File: config.mk
export PLATFORM = sky130hd
export DESIGN_NAME = cell_slave_end_flat
export DESIGN_NICKNAME = d
export VERILOG_FILES = /design/src/rtl/cell_link_pkg.sv /design/src/rtl/cell_link_if.sv /design/src/rtl/cell_slave_end.sv /design/src/rtl/pair_buffer.sv /design/src/flat_wrapper.sv
export SDC_FILE = /design/constraint.sdc
export NUM_CORES = 2
export LEC_CHECK = 0
export BUFFER_PORTS_ARGS = -buffer_cell sky130_fd_sc_hd__buf_4
export CELL_PAD_IN_SITES_DETAIL_PLACEMENT = 0
export CELL_PAD_IN_SITES_GLOBAL_PLACEMENT = 1
export CORE_UTILIZATION = 45
export DETAILED_ROUTE_END_ITERATION = 10
export PLACE_DENSITY_LB_ADDON = 0.12
export SLEW_MARGIN = 20
export SYNTH_ARGS = -nofsm -noshare
export SYNTH_HDL_FRONTEND = slang
export SYNTH_SLANG_ARGS = --single-unit
File: constraint.sdc
create_clock -name REF_CLK -period 6.7 [get_ports REF_CLK]
set_clock_uncertainty 0.1 [all_clocks]
set_input_delay 1.34 -clock REF_CLK [delete_from_list [all_inputs] [get_ports REF_CLK]]
set_output_delay 1.34 -clock REF_CLK [all_outputs]
set_load 0.02 [all_outputs]
File: src/rtl/cell_link_pkg.sv
package cell_link_pkg;
  // Timing
  localparam int REF_PERIOD_NS = 25;
  localparam int LINK_PERIOD_NS = 200;
  localparam int LINK_HALF_CYC = (LINK_PERIOD_NS / 2 + REF_PERIOD_NS - 1) / REF_PERIOD_NS;
  localparam logic [2:0] HALF_LAST = 3'(LINK_HALF_CYC - 1);
  // Link and cell geometry
  localparam int ADDR_W = 5;
  localparam int BYTE_W = 8;
  localparam int WORD_W = 32;
  localparam int CFG_W = 16;
  localparam int SYNC_W = 23;
  localparam logic [6:0] STD_CELL_BYTES = 7'h35;
  localparam logic [3:0] UDC_MAX = 4'hB;
  localparam logic [1:0] QUEUE_CELLS = 2'h2;
  // Control register layout and value after reset
  localparam int CTL_SLID_LSB = 0;
  localparam int CTL_MULTI_PHY_ENABLE_BIT = 5;
  localparam int CTL_TXUDC_LSB = 6;
  localparam int CTL_RXUDC_LSB = 10;
  localparam logic [15:0] CTL_RESET = 16'h0020;

  typedef enum logic [1:0] {T_POLL = 2'b00, T_READ = 2'b01, T_TAIL = 2'b11} read_state_t;
  typedef enum logic {S_POLL = 1'b0, S_SEND = 1'b1} send_state_t;

  function automatic logic [6:0] cell_len(input logic [3:0] udc);
    return STD_CELL_BYTES + {3'h0, (udc > UDC_MAX) ? UDC_MAX : udc};
  endfunction : cell_len

  function automatic logic [4:0] pkt_words(input logic [3:0] udc);
    logic [7:0] b;
    b = {1'b0, cell_len(udc)} + 8'h03;
    return b[6:2];
  endfunction : pkt_words

  function automatic logic [1:0] pad_bytes(input logic [3:0] udc);
    logic [6:0] t;
    t = {pkt_words(udc), 2'b00} - cell_len(udc);
    return t[1:0];
  endfunction : pad_bytes
endpackage : cell_link_pkg

File: src/rtl/cell_link_if.sv
`timescale 1ns/1ps
`default_nettype none
interface cell_link_if;
  logic tx_link_clock;
  logic [cell_link_pkg::ADDR_W-1:0] tx_slave_select_bus;
  logic tx_link_enable_n;
  logic tx_cell_avail_o;
  logic tx_cell_avail_oe;
  logic tx_start_of_cell_o;
  logic [cell_link_pkg::BYTE_W-1:0] tx_byte_bus_o;
  logic tx_data_oe;
  logic rx_link_clock;
  logic [cell_link_pkg::ADDR_W-1:0] rx_slave_select_bus;
  logic rx_link_enable_n;
  logic rx_start_of_cell;
  logic [cell_link_pkg::BYTE_W-1:0] rx_byte_bus;
  logic rx_space_avail_o;
  logic rx_space_avail_oe;
  logic cfg_write;
  logic [cell_link_pkg::CFG_W-1:0] cfg_data;
  // Released lines read low, as with a weak pull-down
  logic tx_cell_avail;
  logic tx_start_of_cell;
  logic [cell_link_pkg::BYTE_W-1:0] tx_byte_bus;
  logic rx_space_avail;
  assign tx_cell_avail = tx_cell_avail_oe & tx_cell_avail_o;
  assign tx_start_of_cell = tx_data_oe & tx_start_of_cell_o;
  assign tx_byte_bus = tx_data_oe ? tx_byte_bus_o : '0;
  assign rx_space_avail = rx_space_avail_oe & rx_space_avail_o;

  modport slave (
    input tx_link_clock, tx_slave_select_bus, tx_link_enable_n,
    input rx_link_clock, rx_slave_select_bus, rx_link_enable_n, rx_start_of_cell, rx_byte_bus,
    input cfg_write, cfg_data,
    output tx_cell_avail_o, tx_cell_avail_oe, tx_start_of_cell_o, tx_byte_bus_o, tx_data_oe,
    output rx_space_avail_o, rx_space_avail_oe
  );
  modport master (
    output tx_link_clock, tx_slave_select_bus, tx_link_enable_n,
    output rx_link_clock, rx_slave_select_bus, rx_link_enable_n, rx_start_of_cell, rx_byte_bus,
    output cfg_write, cfg_data,
    input tx_cell_avail, tx_start_of_cell, tx_byte_bus, rx_space_avail
  );
endinterface : cell_link_if
`default_nettype wire

File: src/rtl/cell_slave_end.sv
`timescale 1ns/1ps
`default_nettype none
module cell_slave_end
  import cell_link_pkg::*;
(
  // Clock and reset
  input wire logic REF_CLK,
  input wire logic SRST,
  // Link to the master
  cell_link_if.slave LINK,
  // Transmit queue fill
  input wire logic [WORD_W-1:0] TX_WORD,
  input wire logic TX_WORD_VALID,
  output logic TX_WORD_READY,
  // Receive queue drain
  output logic [WORD_W-1:0] RX_WORD,
  output logic RX_WORD_LAST,
  output logic RX_WORD_VALID,
  input wire logic RX_WORD_READY,
  // Service requests
  output logic TX_QUEUE_EVENT,
  output logic RX_QUEUE_EVENT,
  output logic ERROR_INTERRUPT
);
  typedef logic [1:0][15:0][WORD_W-1:0] queue_t;

  typedef struct packed {
    logic [SYNC_W-1:0] s1;
    logic [SYNC_W-1:0] s2;
    logic [1:0] clk_d;
    logic [CFG_W-1:0] ctrl;
    queue_t txq;
    logic tx_wcell;
    logic [3:0] tx_wword;
    logic tx_rcell;
    logic [5:0] tx_idx;
    logic [1:0] tx_full;
    logic [1:0] tx_claim;
    logic tx_sel;
    logic tx_busy;
    logic tx_own;
    logic tx_soc;
    logic tx_clav;
    logic [BYTE_W-1:0] tx_byte;
    queue_t rxq;
    logic rx_wcell;
    logic [5:0] rx_idx;
    logic rx_busy;
    logic [1:0] rx_done;
    logic [1:0] rx_claim;
    logic rx_rcell;
    logic [3:0] rx_rword;
    logic rx_sel;
    logic rx_space;
    logic err;
  } slave_state_t;

  slave_state_t r_reg;
  slave_state_t r_next;

  logic [SYNC_W-1:0] pins;
  logic tx_edge, rx_edge, tx_match, rx_match, tx_ready;
  logic [6:0] tlen, rlen;
  logic [4:0] rwords, twords;
  logic [1:0] tpad, rpad;
  logic [ADDR_W-1:0] my_addr;
  logic [5:0] pos, rpos;
  logic tc_inc, tc_dec, tf_inc, tf_dec, rc_inc, rc_dec, rd_inc, rd_last;
  logic buf_in_ready;

  function automatic logic [BYTE_W-1:0] byte_at(input queue_t q, input logic c,
                                               input logic [5:0] p);
    return q[c][p[5:2]][{p[1:0], 3'b000} +: BYTE_W];
  endfunction : byte_at

  // Two edges of the link clocks are found only after the same two flops as their data
  assign pins = {LINK.tx_link_clock, LINK.rx_link_clock, LINK.tx_slave_select_bus,
                 LINK.tx_link_enable_n, LINK.rx_slave_select_bus, LINK.rx_link_enable_n,
                 LINK.rx_start_of_cell, LINK.rx_byte_bus};
  assign tx_edge = r_reg.s2[22] & ~r_reg.clk_d[1];
  assign rx_edge = r_reg.s2[21] & ~r_reg.clk_d[0];
  assign my_addr = r_reg.ctrl[CTL_SLID_LSB +: ADDR_W];
  assign tx_match = ~r_reg.ctrl[CTL_MULTI_PHY_ENABLE_BIT] || (r_reg.s2[20:16] == my_addr);
  assign rx_match = ~r_reg.ctrl[CTL_MULTI_PHY_ENABLE_BIT] || (r_reg.s2[14:10] == my_addr);
  assign tlen = cell_len(r_reg.ctrl[CTL_TXUDC_LSB +: 4]);
  assign rlen = cell_len(r_reg.ctrl[CTL_RXUDC_LSB +: 4]);
  assign twords = pkt_words(r_reg.ctrl[CTL_TXUDC_LSB +: 4]);
  assign rwords = pkt_words(r_reg.ctrl[CTL_RXUDC_LSB +: 4]);
  assign tpad = pad_bytes(r_reg.ctrl[CTL_TXUDC_LSB +: 4]);
  assign rpad = pad_bytes(r_reg.ctrl[CTL_RXUDC_LSB +: 4]);
  assign tx_ready = (r_reg.tx_wword != 4'h0) || (r_reg.tx_claim != QUEUE_CELLS);
  assign rd_last = ({1'b0, r_reg.rx_rword} == rwords - 5'h01);

  always_comb begin
    r_next = r_reg;
    r_next.s1 = pins;
    r_next.s2 = r_reg.s1;
    r_next.clk_d = r_reg.s2[22:21];
    r_next.err = 1'b0;
    tc_inc = 1'b0;
    tc_dec = 1'b0;
    tf_inc = 1'b0;
    tf_dec = 1'b0;
    rc_inc = 1'b0;
    rc_dec = 1'b0;
    rd_inc = 1'b0;
    pos = {4'h0, tpad} + r_reg.tx_idx;
    rpos = {4'h0, rpad} + r_reg.rx_idx;
    if (LINK.cfg_write) begin
      r_next.ctrl = LINK.cfg_data;
    end
    // Word-wide fill; a slot is claimed by the first word of its packet
    if (TX_WORD_VALID && tx_ready) begin
      r_next.txq[r_reg.tx_wcell][r_reg.tx_wword] = TX_WORD;
      tc_inc = (r_reg.tx_wword == 4'h0);
      if ({1'b0, r_reg.tx_wword} == twords - 5'h01) begin
        r_next.tx_wword = 4'h0;
        r_next.tx_wcell = ~r_reg.tx_wcell;
        tf_inc = 1'b1;
      end else begin
        r_next.tx_wword = r_reg.tx_wword + 4'h1;
      end
    end
    if (tx_edge) begin
      r_next.tx_sel = tx_match;
      if (!r_reg.s2[15] && r_reg.tx_busy) begin
        r_next.tx_byte = byte_at(r_reg.txq, r_reg.tx_rcell, pos);
        r_next.tx_soc = 1'b0;
        if ({1'b0, r_reg.tx_idx} == tlen - 7'h01) begin
          r_next.tx_busy = 1'b0;
          r_next.tx_idx = 6'h00;
          r_next.tx_rcell = ~r_reg.tx_rcell;
          tf_dec = 1'b1;
          tc_dec = 1'b1;
        end else begin
          r_next.tx_idx = r_reg.tx_idx + 6'h01;
        end
      end else if (!r_reg.s2[15] && tx_match && r_reg.tx_full != 2'h0) begin
        // Pad bytes are skipped, so the first byte out is the first cell byte
        r_next.tx_byte = byte_at(r_reg.txq, r_reg.tx_rcell, {4'h0, tpad});
        r_next.tx_soc = 1'b1;
        r_next.tx_idx = 6'h01;
        r_next.tx_busy = 1'b1;
        r_next.tx_own = 1'b1;
      end else begin
        r_next.tx_soc = 1'b0;
        if (!r_reg.tx_busy) begin
          r_next.tx_own = 1'b0;
        end
      end
    end
    if (rx_edge) begin
      r_next.rx_sel = rx_match;
      if (!r_reg.s2[9] && rx_match) begin
        if (r_reg.s2[8] && (r_reg.rx_busy || r_reg.rx_claim != QUEUE_CELLS)) begin
          // A fresh start inside a cell abandons the short cell in place
          r_next.err = r_reg.rx_busy;
          rc_inc = ~r_reg.rx_busy;
          // The pad is under four bytes, so the first byte always lands in word 0
          r_next.rxq[r_reg.rx_wcell][4'h0][{rpad, 3'b000} +: BYTE_W] = r_reg.s2[7:0];
          r_next.rx_idx = 6'h01;
          r_next.rx_busy = 1'b1;
        end else if (r_reg.s2[8]) begin
          r_next.err = 1'b1;
        end else if (r_reg.rx_busy) begin
          r_next.rxq[r_reg.rx_wcell][rpos[5:2]][{rpos[1:0], 3'b000} +: BYTE_W] =
            r_reg.s2[7:0];
          if ({1'b0, r_reg.rx_idx} == rlen - 7'h01) begin
            r_next.rx_busy = 1'b0;
            r_next.rx_idx = 6'h00;
            r_next.rx_wcell = ~r_reg.rx_wcell;
            rd_inc = 1'b1;
          end else begin
            r_next.rx_idx = r_reg.rx_idx + 6'h01;
          end
        end
      end
    end
    // Drain side; a slot frees only when its last word leaves
    if (r_reg.rx_done != 2'h0 && buf_in_ready) begin
      if (rd_last) begin
        r_next.rx_rword = 4'h0;
        r_next.rx_rcell = ~r_reg.rx_rcell;
        rc_dec = 1'b1;
      end else begin
        r_next.rx_rword = r_reg.rx_rword + 4'h1;
      end
    end
    r_next.tx_claim = r_reg.tx_claim + {1'b0, tc_inc} - {1'b0, tc_dec};
    r_next.tx_full = r_reg.tx_full + {1'b0, tf_inc} - {1'b0, tf_dec};
    r_next.rx_claim = r_reg.rx_claim + {1'b0, rc_inc} - {1'b0, rc_dec};
    r_next.rx_done = r_reg.rx_done + {1'b0, rd_inc} - {1'b0, rc_dec};
    if (tx_edge) begin
      // A lone cell in flight does not count as the next one
      r_next.tx_clav = r_next.tx_busy ? (r_next.tx_full > 2'h1)
                                      : (r_next.tx_full != 2'h0);
    end
    if (rx_edge) begin
      // The cell in flight holds its slot, so a full queue drops this at its start
      r_next.rx_space = (r_next.rx_claim != QUEUE_CELLS);
    end
  end

  always_ff @(posedge REF_CLK) begin
    if (SRST) begin
      r_reg <= '0;
      r_reg.ctrl <= CTL_RESET;
    end else begin
      r_reg <= r_next;
    end
  end

  pair_buffer #(
    .W(WORD_W + 1)
  ) u_rx_buf (
    .ref_clk(REF_CLK),
    .srst(SRST),
    .in_data({rd_last, r_reg.rxq[r_reg.rx_rcell][r_reg.rx_rword]}),
    .in_valid(r_reg.rx_done != 2'h0),
    .in_ready(buf_in_ready),
    .out_data({RX_WORD_LAST, RX_WORD}),
    .out_valid(RX_WORD_VALID),
    .out_ready(RX_WORD_READY)
  );

  assign TX_WORD_READY = tx_ready;
  assign TX_QUEUE_EVENT = (r_reg.tx_claim != QUEUE_CELLS);
  assign RX_QUEUE_EVENT = (r_reg.rx_done != 2'h0) && (r_reg.rx_rword == 4'h0);
  assign ERROR_INTERRUPT = r_reg.err;
  assign LINK.tx_cell_avail_o = r_reg.tx_clav;
  assign LINK.tx_cell_avail_oe = r_reg.tx_sel;
  assign LINK.tx_start_of_cell_o = r_reg.tx_soc;
  assign LINK.tx_byte_bus_o = r_reg.tx_byte;
  assign LINK.tx_data_oe = r_reg.tx_own;
  assign LINK.rx_space_avail_o = r_reg.rx_space;
  assign LINK.rx_space_avail_oe = r_reg.rx_sel;
endmodule : cell_slave_end
`default_nettype wire

File: src/rtl/pair_buffer.sv
`timescale 1ns/1ps
`default_nettype none
module pair_buffer #(
  parameter int W = 33
) (
  // Clock and reset
  input wire logic ref_clk,
  input wire logic srst,
  // Fill side
  input wire logic [W-1:0] in_data,
  input wire logic in_valid,
  output logic in_ready,
  // Drain side
  output logic [W-1:0] out_data,
  output logic out_valid,
  input wire logic out_ready
);
  typedef struct packed {
    logic [1:0][W-1:0] mem;
    logic wr;
    logic rd;
    logic [1:0] cnt;
  } buf_state_t;

  buf_state_t r_reg;
  buf_state_t r_next;

  assign in_ready = (r_reg.cnt != 2'h2);
  assign out_valid = (r_reg.cnt != 2'h0);
  assign out_data = r_reg.mem[r_reg.rd];

  always_comb begin
    r_next = r_reg;
    if (in_valid && in_ready) begin
      r_next.mem[r_reg.wr] = in_data;
      r_next.wr = ~r_reg.wr;
    end
    if (out_valid && out_ready) begin
      r_next.rd = ~r_reg.rd;
    end
    r_next.cnt = r_reg.cnt + {1'b0, in_valid && in_ready} - {1'b0, out_valid && out_ready};
  end

  always_ff @(posedge ref_clk) begin
    if (srst) begin
      r_reg <= '0;
    end else begin
      r_reg <= r_next;
    end
  end
endmodule : pair_buffer
`default_nettype wire

File: src/flat_wrapper.sv
// flat-port wrapper written by rule: the top's interface ports become plain ports
module cell_slave_end_flat import cell_link_pkg::*;
  (REF_CLK, SRST, TX_WORD, TX_WORD_VALID, TX_WORD_READY, RX_WORD, RX_WORD_LAST, RX_WORD_VALID, RX_WORD_READY, TX_QUEUE_EVENT, RX_QUEUE_EVENT, ERROR_INTERRUPT, LINK_tx_link_clock, LINK_tx_slave_select_bus, LINK_tx_link_enable_n, LINK_rx_link_clock, LINK_rx_slave_select_bus, LINK_rx_link_enable_n, LINK_rx_start_of_cell, LINK_rx_byte_bus, LINK_cfg_write, LINK_cfg_data, LINK_tx_cell_avail_o, LINK_tx_cell_avail_oe, LINK_tx_start_of_cell_o, LINK_tx_byte_bus_o, LINK_tx_data_oe, LINK_rx_space_avail_o, LINK_rx_space_avail_oe);
  cell_link_if LINK_i ();
  input wire logic REF_CLK;
  input wire logic SRST;
  input wire logic [WORD_W-1:0] TX_WORD;
  input wire logic TX_WORD_VALID;
  output logic TX_WORD_READY;
  output logic [WORD_W-1:0] RX_WORD;
  output logic RX_WORD_LAST;
  output logic RX_WORD_VALID;
  input wire logic RX_WORD_READY;
  output logic TX_QUEUE_EVENT;
  output logic RX_QUEUE_EVENT;
  output logic ERROR_INTERRUPT;
  input wire logic [$bits(LINK_i.tx_link_clock)-1:0] LINK_tx_link_clock;
  input wire logic [$bits(LINK_i.tx_slave_select_bus)-1:0] LINK_tx_slave_select_bus;
  input wire logic [$bits(LINK_i.tx_link_enable_n)-1:0] LINK_tx_link_enable_n;
  input wire logic [$bits(LINK_i.rx_link_clock)-1:0] LINK_rx_link_clock;
  input wire logic [$bits(LINK_i.rx_slave_select_bus)-1:0] LINK_rx_slave_select_bus;
  input wire logic [$bits(LINK_i.rx_link_enable_n)-1:0] LINK_rx_link_enable_n;
  input wire logic [$bits(LINK_i.rx_start_of_cell)-1:0] LINK_rx_start_of_cell;
  input wire logic [$bits(LINK_i.rx_byte_bus)-1:0] LINK_rx_byte_bus;
  input wire logic [$bits(LINK_i.cfg_write)-1:0] LINK_cfg_write;
  input wire logic [$bits(LINK_i.cfg_data)-1:0] LINK_cfg_data;
  output wire logic [$bits(LINK_i.tx_cell_avail_o)-1:0] LINK_tx_cell_avail_o;
  output wire logic [$bits(LINK_i.tx_cell_avail_oe)-1:0] LINK_tx_cell_avail_oe;
  output wire logic [$bits(LINK_i.tx_start_of_cell_o)-1:0] LINK_tx_start_of_cell_o;
  output wire logic [$bits(LINK_i.tx_byte_bus_o)-1:0] LINK_tx_byte_bus_o;
  output wire logic [$bits(LINK_i.tx_data_oe)-1:0] LINK_tx_data_oe;
  output wire logic [$bits(LINK_i.rx_space_avail_o)-1:0] LINK_rx_space_avail_o;
  output wire logic [$bits(LINK_i.rx_space_avail_oe)-1:0] LINK_rx_space_avail_oe;
  assign LINK_i.tx_link_clock = LINK_tx_link_clock;
  assign LINK_i.tx_slave_select_bus = LINK_tx_slave_select_bus;
  assign LINK_i.tx_link_enable_n = LINK_tx_link_enable_n;
  assign LINK_i.rx_link_clock = LINK_rx_link_clock;
  assign LINK_i.rx_slave_select_bus = LINK_rx_slave_select_bus;
  assign LINK_i.rx_link_enable_n = LINK_rx_link_enable_n;
  assign LINK_i.rx_start_of_cell = LINK_rx_start_of_cell;
  assign LINK_i.rx_byte_bus = LINK_rx_byte_bus;
  assign LINK_i.cfg_write = LINK_cfg_write;
  assign LINK_i.cfg_data = LINK_cfg_data;
  assign LINK_tx_cell_avail_o = LINK_i.tx_cell_avail_o;
  assign LINK_tx_cell_avail_oe = LINK_i.tx_cell_avail_oe;
  assign LINK_tx_start_of_cell_o = LINK_i.tx_start_of_cell_o;
  assign LINK_tx_byte_bus_o = LINK_i.tx_byte_bus_o;
  assign LINK_tx_data_oe = LINK_i.tx_data_oe;
  assign LINK_rx_space_avail_o = LINK_i.rx_space_avail_o;
  assign LINK_rx_space_avail_oe = LINK_i.rx_space_avail_oe;
  cell_slave_end u_core (.REF_CLK(REF_CLK), .SRST(SRST), .LINK(LINK_i), .TX_WORD(TX_WORD), .TX_WORD_VALID(TX_WORD_VALID), .TX_WORD_READY(TX_WORD_READY), .RX_WORD(RX_WORD), .RX_WORD_LAST(RX_WORD_LAST), .RX_WORD_VALID(RX_WORD_VALID), .RX_WORD_READY(RX_WORD_READY), .TX_QUEUE_EVENT(TX_QUEUE_EVENT), .RX_QUEUE_EVENT(RX_QUEUE_EVENT), .ERROR_INTERRUPT(ERROR_INTERRUPT));
endmodule
# After elaboration in Yosys (flattened, before gate mapping)
# Cells that the tools add are included.
[op_classes]
add_sub_neg = 28
mul = 0
div_mod_pow = 0
order_cmp = 18
n_eq_ne = 12
n_shift = 6
muxes = 70
bitwise = 17
n_reduce_logical = 38
[ops]
columns = ["cell", "n"]
rows = [
  ["$bwmux W1024", 3],
  ["$mux W512", 6],
  ["$mux W1032", 2],
  ["$demux W512 S1", 3],
  ["$mux W1024", 1],
  ["$bmux W32 S4", 2],
  ["$demux W32 S4", 2],
  ["$mux W32", 5],
  ["$mux W33", 3],
  ["$bwmux W66", 1],
  ["$shift A8 B7 Y32 const A", 2],
  ["$shiftx A32 B6 Y8", 2],
  ["$shiftx A8 B7 Y32", 2],
  ["$demux W33 S1", 1],
  ["$mux W1", 28],
  ["$mux W6", 4],
  ["$lt A4 B5 Y1 const B", 4],
  ["$mux W4", 4],
  ["$mux W8", 2],
  ["$not A1 Y1", 15],
  ["$add A6 B4 Y7 const A", 2],
  ["$add A7 B2 Y7 const B", 2],
  ["$eq A6 B7 Y1", 2],
  ["$logic_and A1 B1 Y1", 14],
  ["other kinds (31)", 77],
]
[totals]
reg_bits = 2229
latch_bits = 0
ram_bits = 0
rom_bits = 0
in_bits = 76
output_inout_bits = 52
elab_cells = 284
mem_count = 0

# Logic depth before layout (Yosys ltp)
[logic_depth]
ltp_word = 15
ltp_mapped = 17
ltp_nobuf = 15

# Cells and area by module
# Synthesis repeated with hierarchy kept, for this count alone.
[unflattened]
cells_unflattened = 11484
area_unflattened_um2 = 98106.6
[modules_own_cells]
columns = ["module", "instances", "cells_per_inst", "area_per_inst_um2", "seq_area_each_um2"]
rows = [
  ["cell_slave_end", 1, 11133, 94763.4, 43221.5],
  ["pair_buffer", 1, 351, 3343.2, 1401.3],
]

# Worst setup path before layout
# Ideal clock, no wire load.
[synth_timing]
path_kind = "register to register"
from = "register u_core.r_reg[2106] (netlist bit)"
to = "register u_core.r_reg, in the netlist u_core.LINK.tx_byte_bus_o[0]"
setup_ns = 0.116
arrival_ns = 3.817
required_time_ns = 6.484
path_slack_ns = 2.667
stages_incl_launch_ff = 18
path_buffers = 5
period_less_slack_ns = 4.033
cell_sequence = "dfxtp_1 > clkbuf_1 > a21o_1 > clkbuf_1 > clkinv_1 > ha_1 > inv_1 > fa_1 > xnor2_2 > buf_4 > buf_6 > buf_2 > mux4_2 > nand2_1 > a21oi_1 > nor4_1 > nor2_1 > a41o_1"
[synth_via]
elab_chain_len = 9
elab_cells_between_ends = 11
cone_classes = "add/sub: 3; order compare: 1; shift: 2; mux: 5"
[synth_rtl]
columns = ["element", "line", "rtl"]
rows = [
  ["start, declared", "cell_slave_end.sv:58", "slave_state_t r_reg;"],
  ["start signal, assigned", "cell_slave_end.sv:209", "r_reg <= r_next;"],
  ["$gt A4 B4 Y1 (*)", "cell_link_pkg.sv:27", "return STD_CELL_BYTES + {3'h0, (udc > UDC_MAX) ? UDC_MAX : udc};"],
  ["$mux W4 (*)", "n/a", ""],
  ["$add A6 B4 Y7 (*)", "cell_link_pkg.sv:27", ""],
  ["$sub A1 B2 Y2 (*)", "cell_link_pkg.sv:38", "t = {pkt_words(udc), 2'b00} - cell_len(udc);"],
  ["$add A2 B6 Y6", "cell_slave_end.sv:107", "pos = {4'h0, tpad} + r_reg.tx_idx;"],
  ["$bmux W32 S4", "cell_slave_end.sv:73", "return q[c][p[5:2]][{p[1:0], 3'b000} +: BYTE_W];"],
  ["$mux W32 (not written as such)", "cell_slave_end.sv:73", ""],
  ["$shiftx A32 B6 Y8", "cell_slave_end.sv:73", ""],
  ["$mux W8 (*)", "cell_slave_end.sv:126", "if (!r_reg.s2[15] && r_reg.tx_busy) begin"],
]
# Mark *: on every way between the ends. The rest lies on a longest branch, timed or not. The select of a mux whose other input is x is not followed.
# A chain may end at the register's enable or synchronous reset.

# Worst setup path in the final report
[layout_timing]
from = "register u_core.r_reg[2106] (netlist bit)"
to = "register u_core.r_reg, in the netlist u_core.LINK.tx_byte_bus_o[1]"
# The elaborated chain is that of the path after synthesis.

==> metrics.cfg <==
[placed_design]
gp_congestion=0.8643
place_area_um2=99740
hpwlAfterDp_um=188700
portBuffers=125
pre_cts_ws_ns=1.459

[synthesis]
yosysWarningCount=0
synthCells=10302
synth_edf_count=0
synth_top_family_by_area=multiplexers
ys_ff_latch=2229
synth-simple-area-share_pct=16.41
yosysUniqueCellTypes=74
syn-cell-area_um2=97040
synth_mux_area_share_pct=25.12
synth_area_leaders=dfxtp_1 46%, mux4_2 14%, mux2i_1 11%
netlist.area_leader.share_pct=45.98
synthAdderAreaFrac_pct=0.4925
syn_avg_cell_area_um2=9.420
synth_top_area_cell=dfxtp_1
synth_most_common_cell=nand2_1
synth_common_cells=2321 x nand2_1, 2229 x dfxtp_1, 1190 x a21oi_1
synth-xor-area-share_pct=0.3868
synth-async-reset-ratio_pct=0
syn_nets=10415
synth-main-ff-cell=dfxtp_1
synth_compound_area_share_pct=7.601
synth-seq-area-share_pct=45.98

[critical_path]
crit_path_max_fanout=23
worstPathRequired_ns=7.35
crit_path_start_kind=register
cp-end-kind=register
cp.arrival_ns=5.91
crit_type=register to register

[clocking]
insertion_delay_ns=0.87
path_clk_slew_ns=0.06
cts_tree=built
clock-sinks=2229
cts_hold_repair.buffers=0
cts.root.buffer_cell=clkbuf_16
cts_resized=0
htreeDepth=4
clockBufferDepth=3
cts_setup_buffers=0
numCtsBuffers=235

[pwr]
switching_share_pct=22.71
switchingPower_mw=6.411
p_seq_share_pct=47.4
comb_power_share_pct=3.8
ir_drop_uv=215.5
power.internal_mw=21.82
clockPowerShare_pct=48.7
p_leak_nw=42.62
p_per_area_nw_per_um2=261.4

[timing]
setup_ws_ns=1.437
setup_tns_ns=0
relSlewSlack_pct=16.52
rsz0062_at_grt=false
setup_viol_count_final=0
min_period_over_period_pct=78.55
drv_slew=0
worst_slew_pin_slew_ns=1.251
finalCriticalPeriod_ns=5.263
fmax_mhz=190.0
hold_viol=0

[layout]
largest_register_ffs=2114
fin_nets=10008
final_area_um2=108000
drive_above_1_share_pct=14.14
syn_to_final_growth_pct=11.31
finish.utilization_pct=50.38
nFillCells=19511

[route]
ant_nets=0
viasPerCell=5.762
via_count=74534
wire_per_inst_um=23.74
drc_errors=0
firstDrtPassIters=6
wl_um=307100
drt_iter0_drc=7672

[grt]
antenna_found_initial=13
grt_pass1_vias=70994
grt_start_max_net_pins=224
grt_pass1_wl_um=460400
grt.met3_usage_pct=4.368
grtUsageMet2_pct=41.66
grt.overflow.total=0
grt.busiest_layer=met2
track_usage_pct=27.66
met1_usage_pct=41.15

[outcome]
outcome=finished clean

[die]
core-area_um2=214400
ioPinCount=128
num_rows=170
initial_core_util_pct=45.26
fp.dieW_um=466.4
die_y_um=466.4
die_area_um2=217500

[run]
max_cap_violations=0

[worst_hold_path]
hold_class=register to register

==> metrics by stage <==
step | total power [mW] | std cells | hold WS (ns)
after CTS | 28.48 | 12928 | 0.3382
after global placement | 14.73 | 12491 | 0.3276
after floorplan | 14.29 | 10302 | 0.3138
after global routing | 29.09 | 12933 | 0.3565
after detailed placement | 14.74 | 12494 | 0.3247
final | 28.23 | 12935 | 0.3344
==> cell usage in the layout (no fill, tap or decap), drive strengths merged, types with 9 or more instances in the layout <==
master	Yosys	final
clkbuf	741	357
nand2	2321	2321
o22ai	34	34
o21ai	63	63
nor4	17	17
a211oi	39	39
mux4	592	592
and3	9	9
nor2b	71	71
nand3	187	187
clkinv	1	40
mux2i	1065	1065
bufinv	0	26
buf	185	282
a21oi	1192	1192
dfxtp	2229	2229
nand4	27	27
xnor2	24	24
or4	9	9
nor3	34	34
ha	35	35
nor2	1130	1130
nand2b	46	46
xor2	18	18
and2	39	39
inv	50	55
or3	17	17
mux2	34	34
==> power groups by stage <==
stage | registers (mW) | clock network (mW) | logic [mW]
after floorplan | 13.6 | 0 | 0.641
after global placement | 13.7 | 0 | 1.05
after detailed placement | 13.7 | 0 | 1.06
after CTS | 13.4 | 14.0 | 1.06
after global routing | 13.4 | 14.6 | 1.14
final | 13.4 | 13.8 | 1.08
==> layer usage <==
| metal | routed length, um | share of wire, % | up-vias |
|---|---|---|---|
| met5 | 34 | 0.011 | - |
| met4 | 6807 | 2.2 | 6 |
| met3 | 23060 | 7.5 | 406 |
| met2 | 134900 | 44 | 2611 |
| met1 | 142200 | 46 | 37096 |
| li1 | - | - | 34415 |
==> path summary, 6_finish.rpt <==
| check | from | endpoint | slack (ns) | cells after the start |
|---|---|---|---|---|
| max | u_core.r_reg[2106] | u_core.LINK.tx_byte_bus_o[1] | 1.44 | 13 |
| min | u_core.r_next[2127] | u_core.r_reg[2127] | 0.33 | 1 |
| max reg2reg | u_core.r_reg[2106] | u_core.LINK.tx_byte_bus_o[1] | 1.44 | 13 |
| min reg2reg | u_core.r_next[2127] | u_core.r_reg[2127] | 0.33 | 1 |
==> worst max-delay path, stage by stage (launching register included) <==
cell      delay [ns]
dfxtp_1         0.42
a21o_1          0.23
buf_4           0.18
clkinv_1        0.21
ha_1            0.26
inv_1           0.07
fa_1            0.53
xnor2_4         0.62
buf_4           0.55
mux4_2          0.58
o22ai_1         0.34
o22ai_1         0.21
or3_1           0.48
a41o_1          0.28
==> area by class of cell <==
class,instances,area [um^2],area share (%)
Inverter,51,191.4,0.1772
Antenna cell,5,12.51,0.01158
Clock inverter,77,1102,1.021
Multi-Input combinational cell,7096,48970,45.34
Tap cell,2838,3551,3.287
Clock buffer,357,7078,6.553
Sequential cell,2229,44640,41.33
Timing Repair Buffer,282,2464,2.281
==> kinds of logic after synthesis <==
group	Yosys count
flip-flops	2229
AO/OA/AOI/OAI	1392
buffers and inverters	977
AND/OR/NAND/NOR	3934
multiplexers	1691
XOR/XNOR	42
adder cells (fa/ha/maj)	37
No activity file was read; power rests on OpenSTA's default activity.
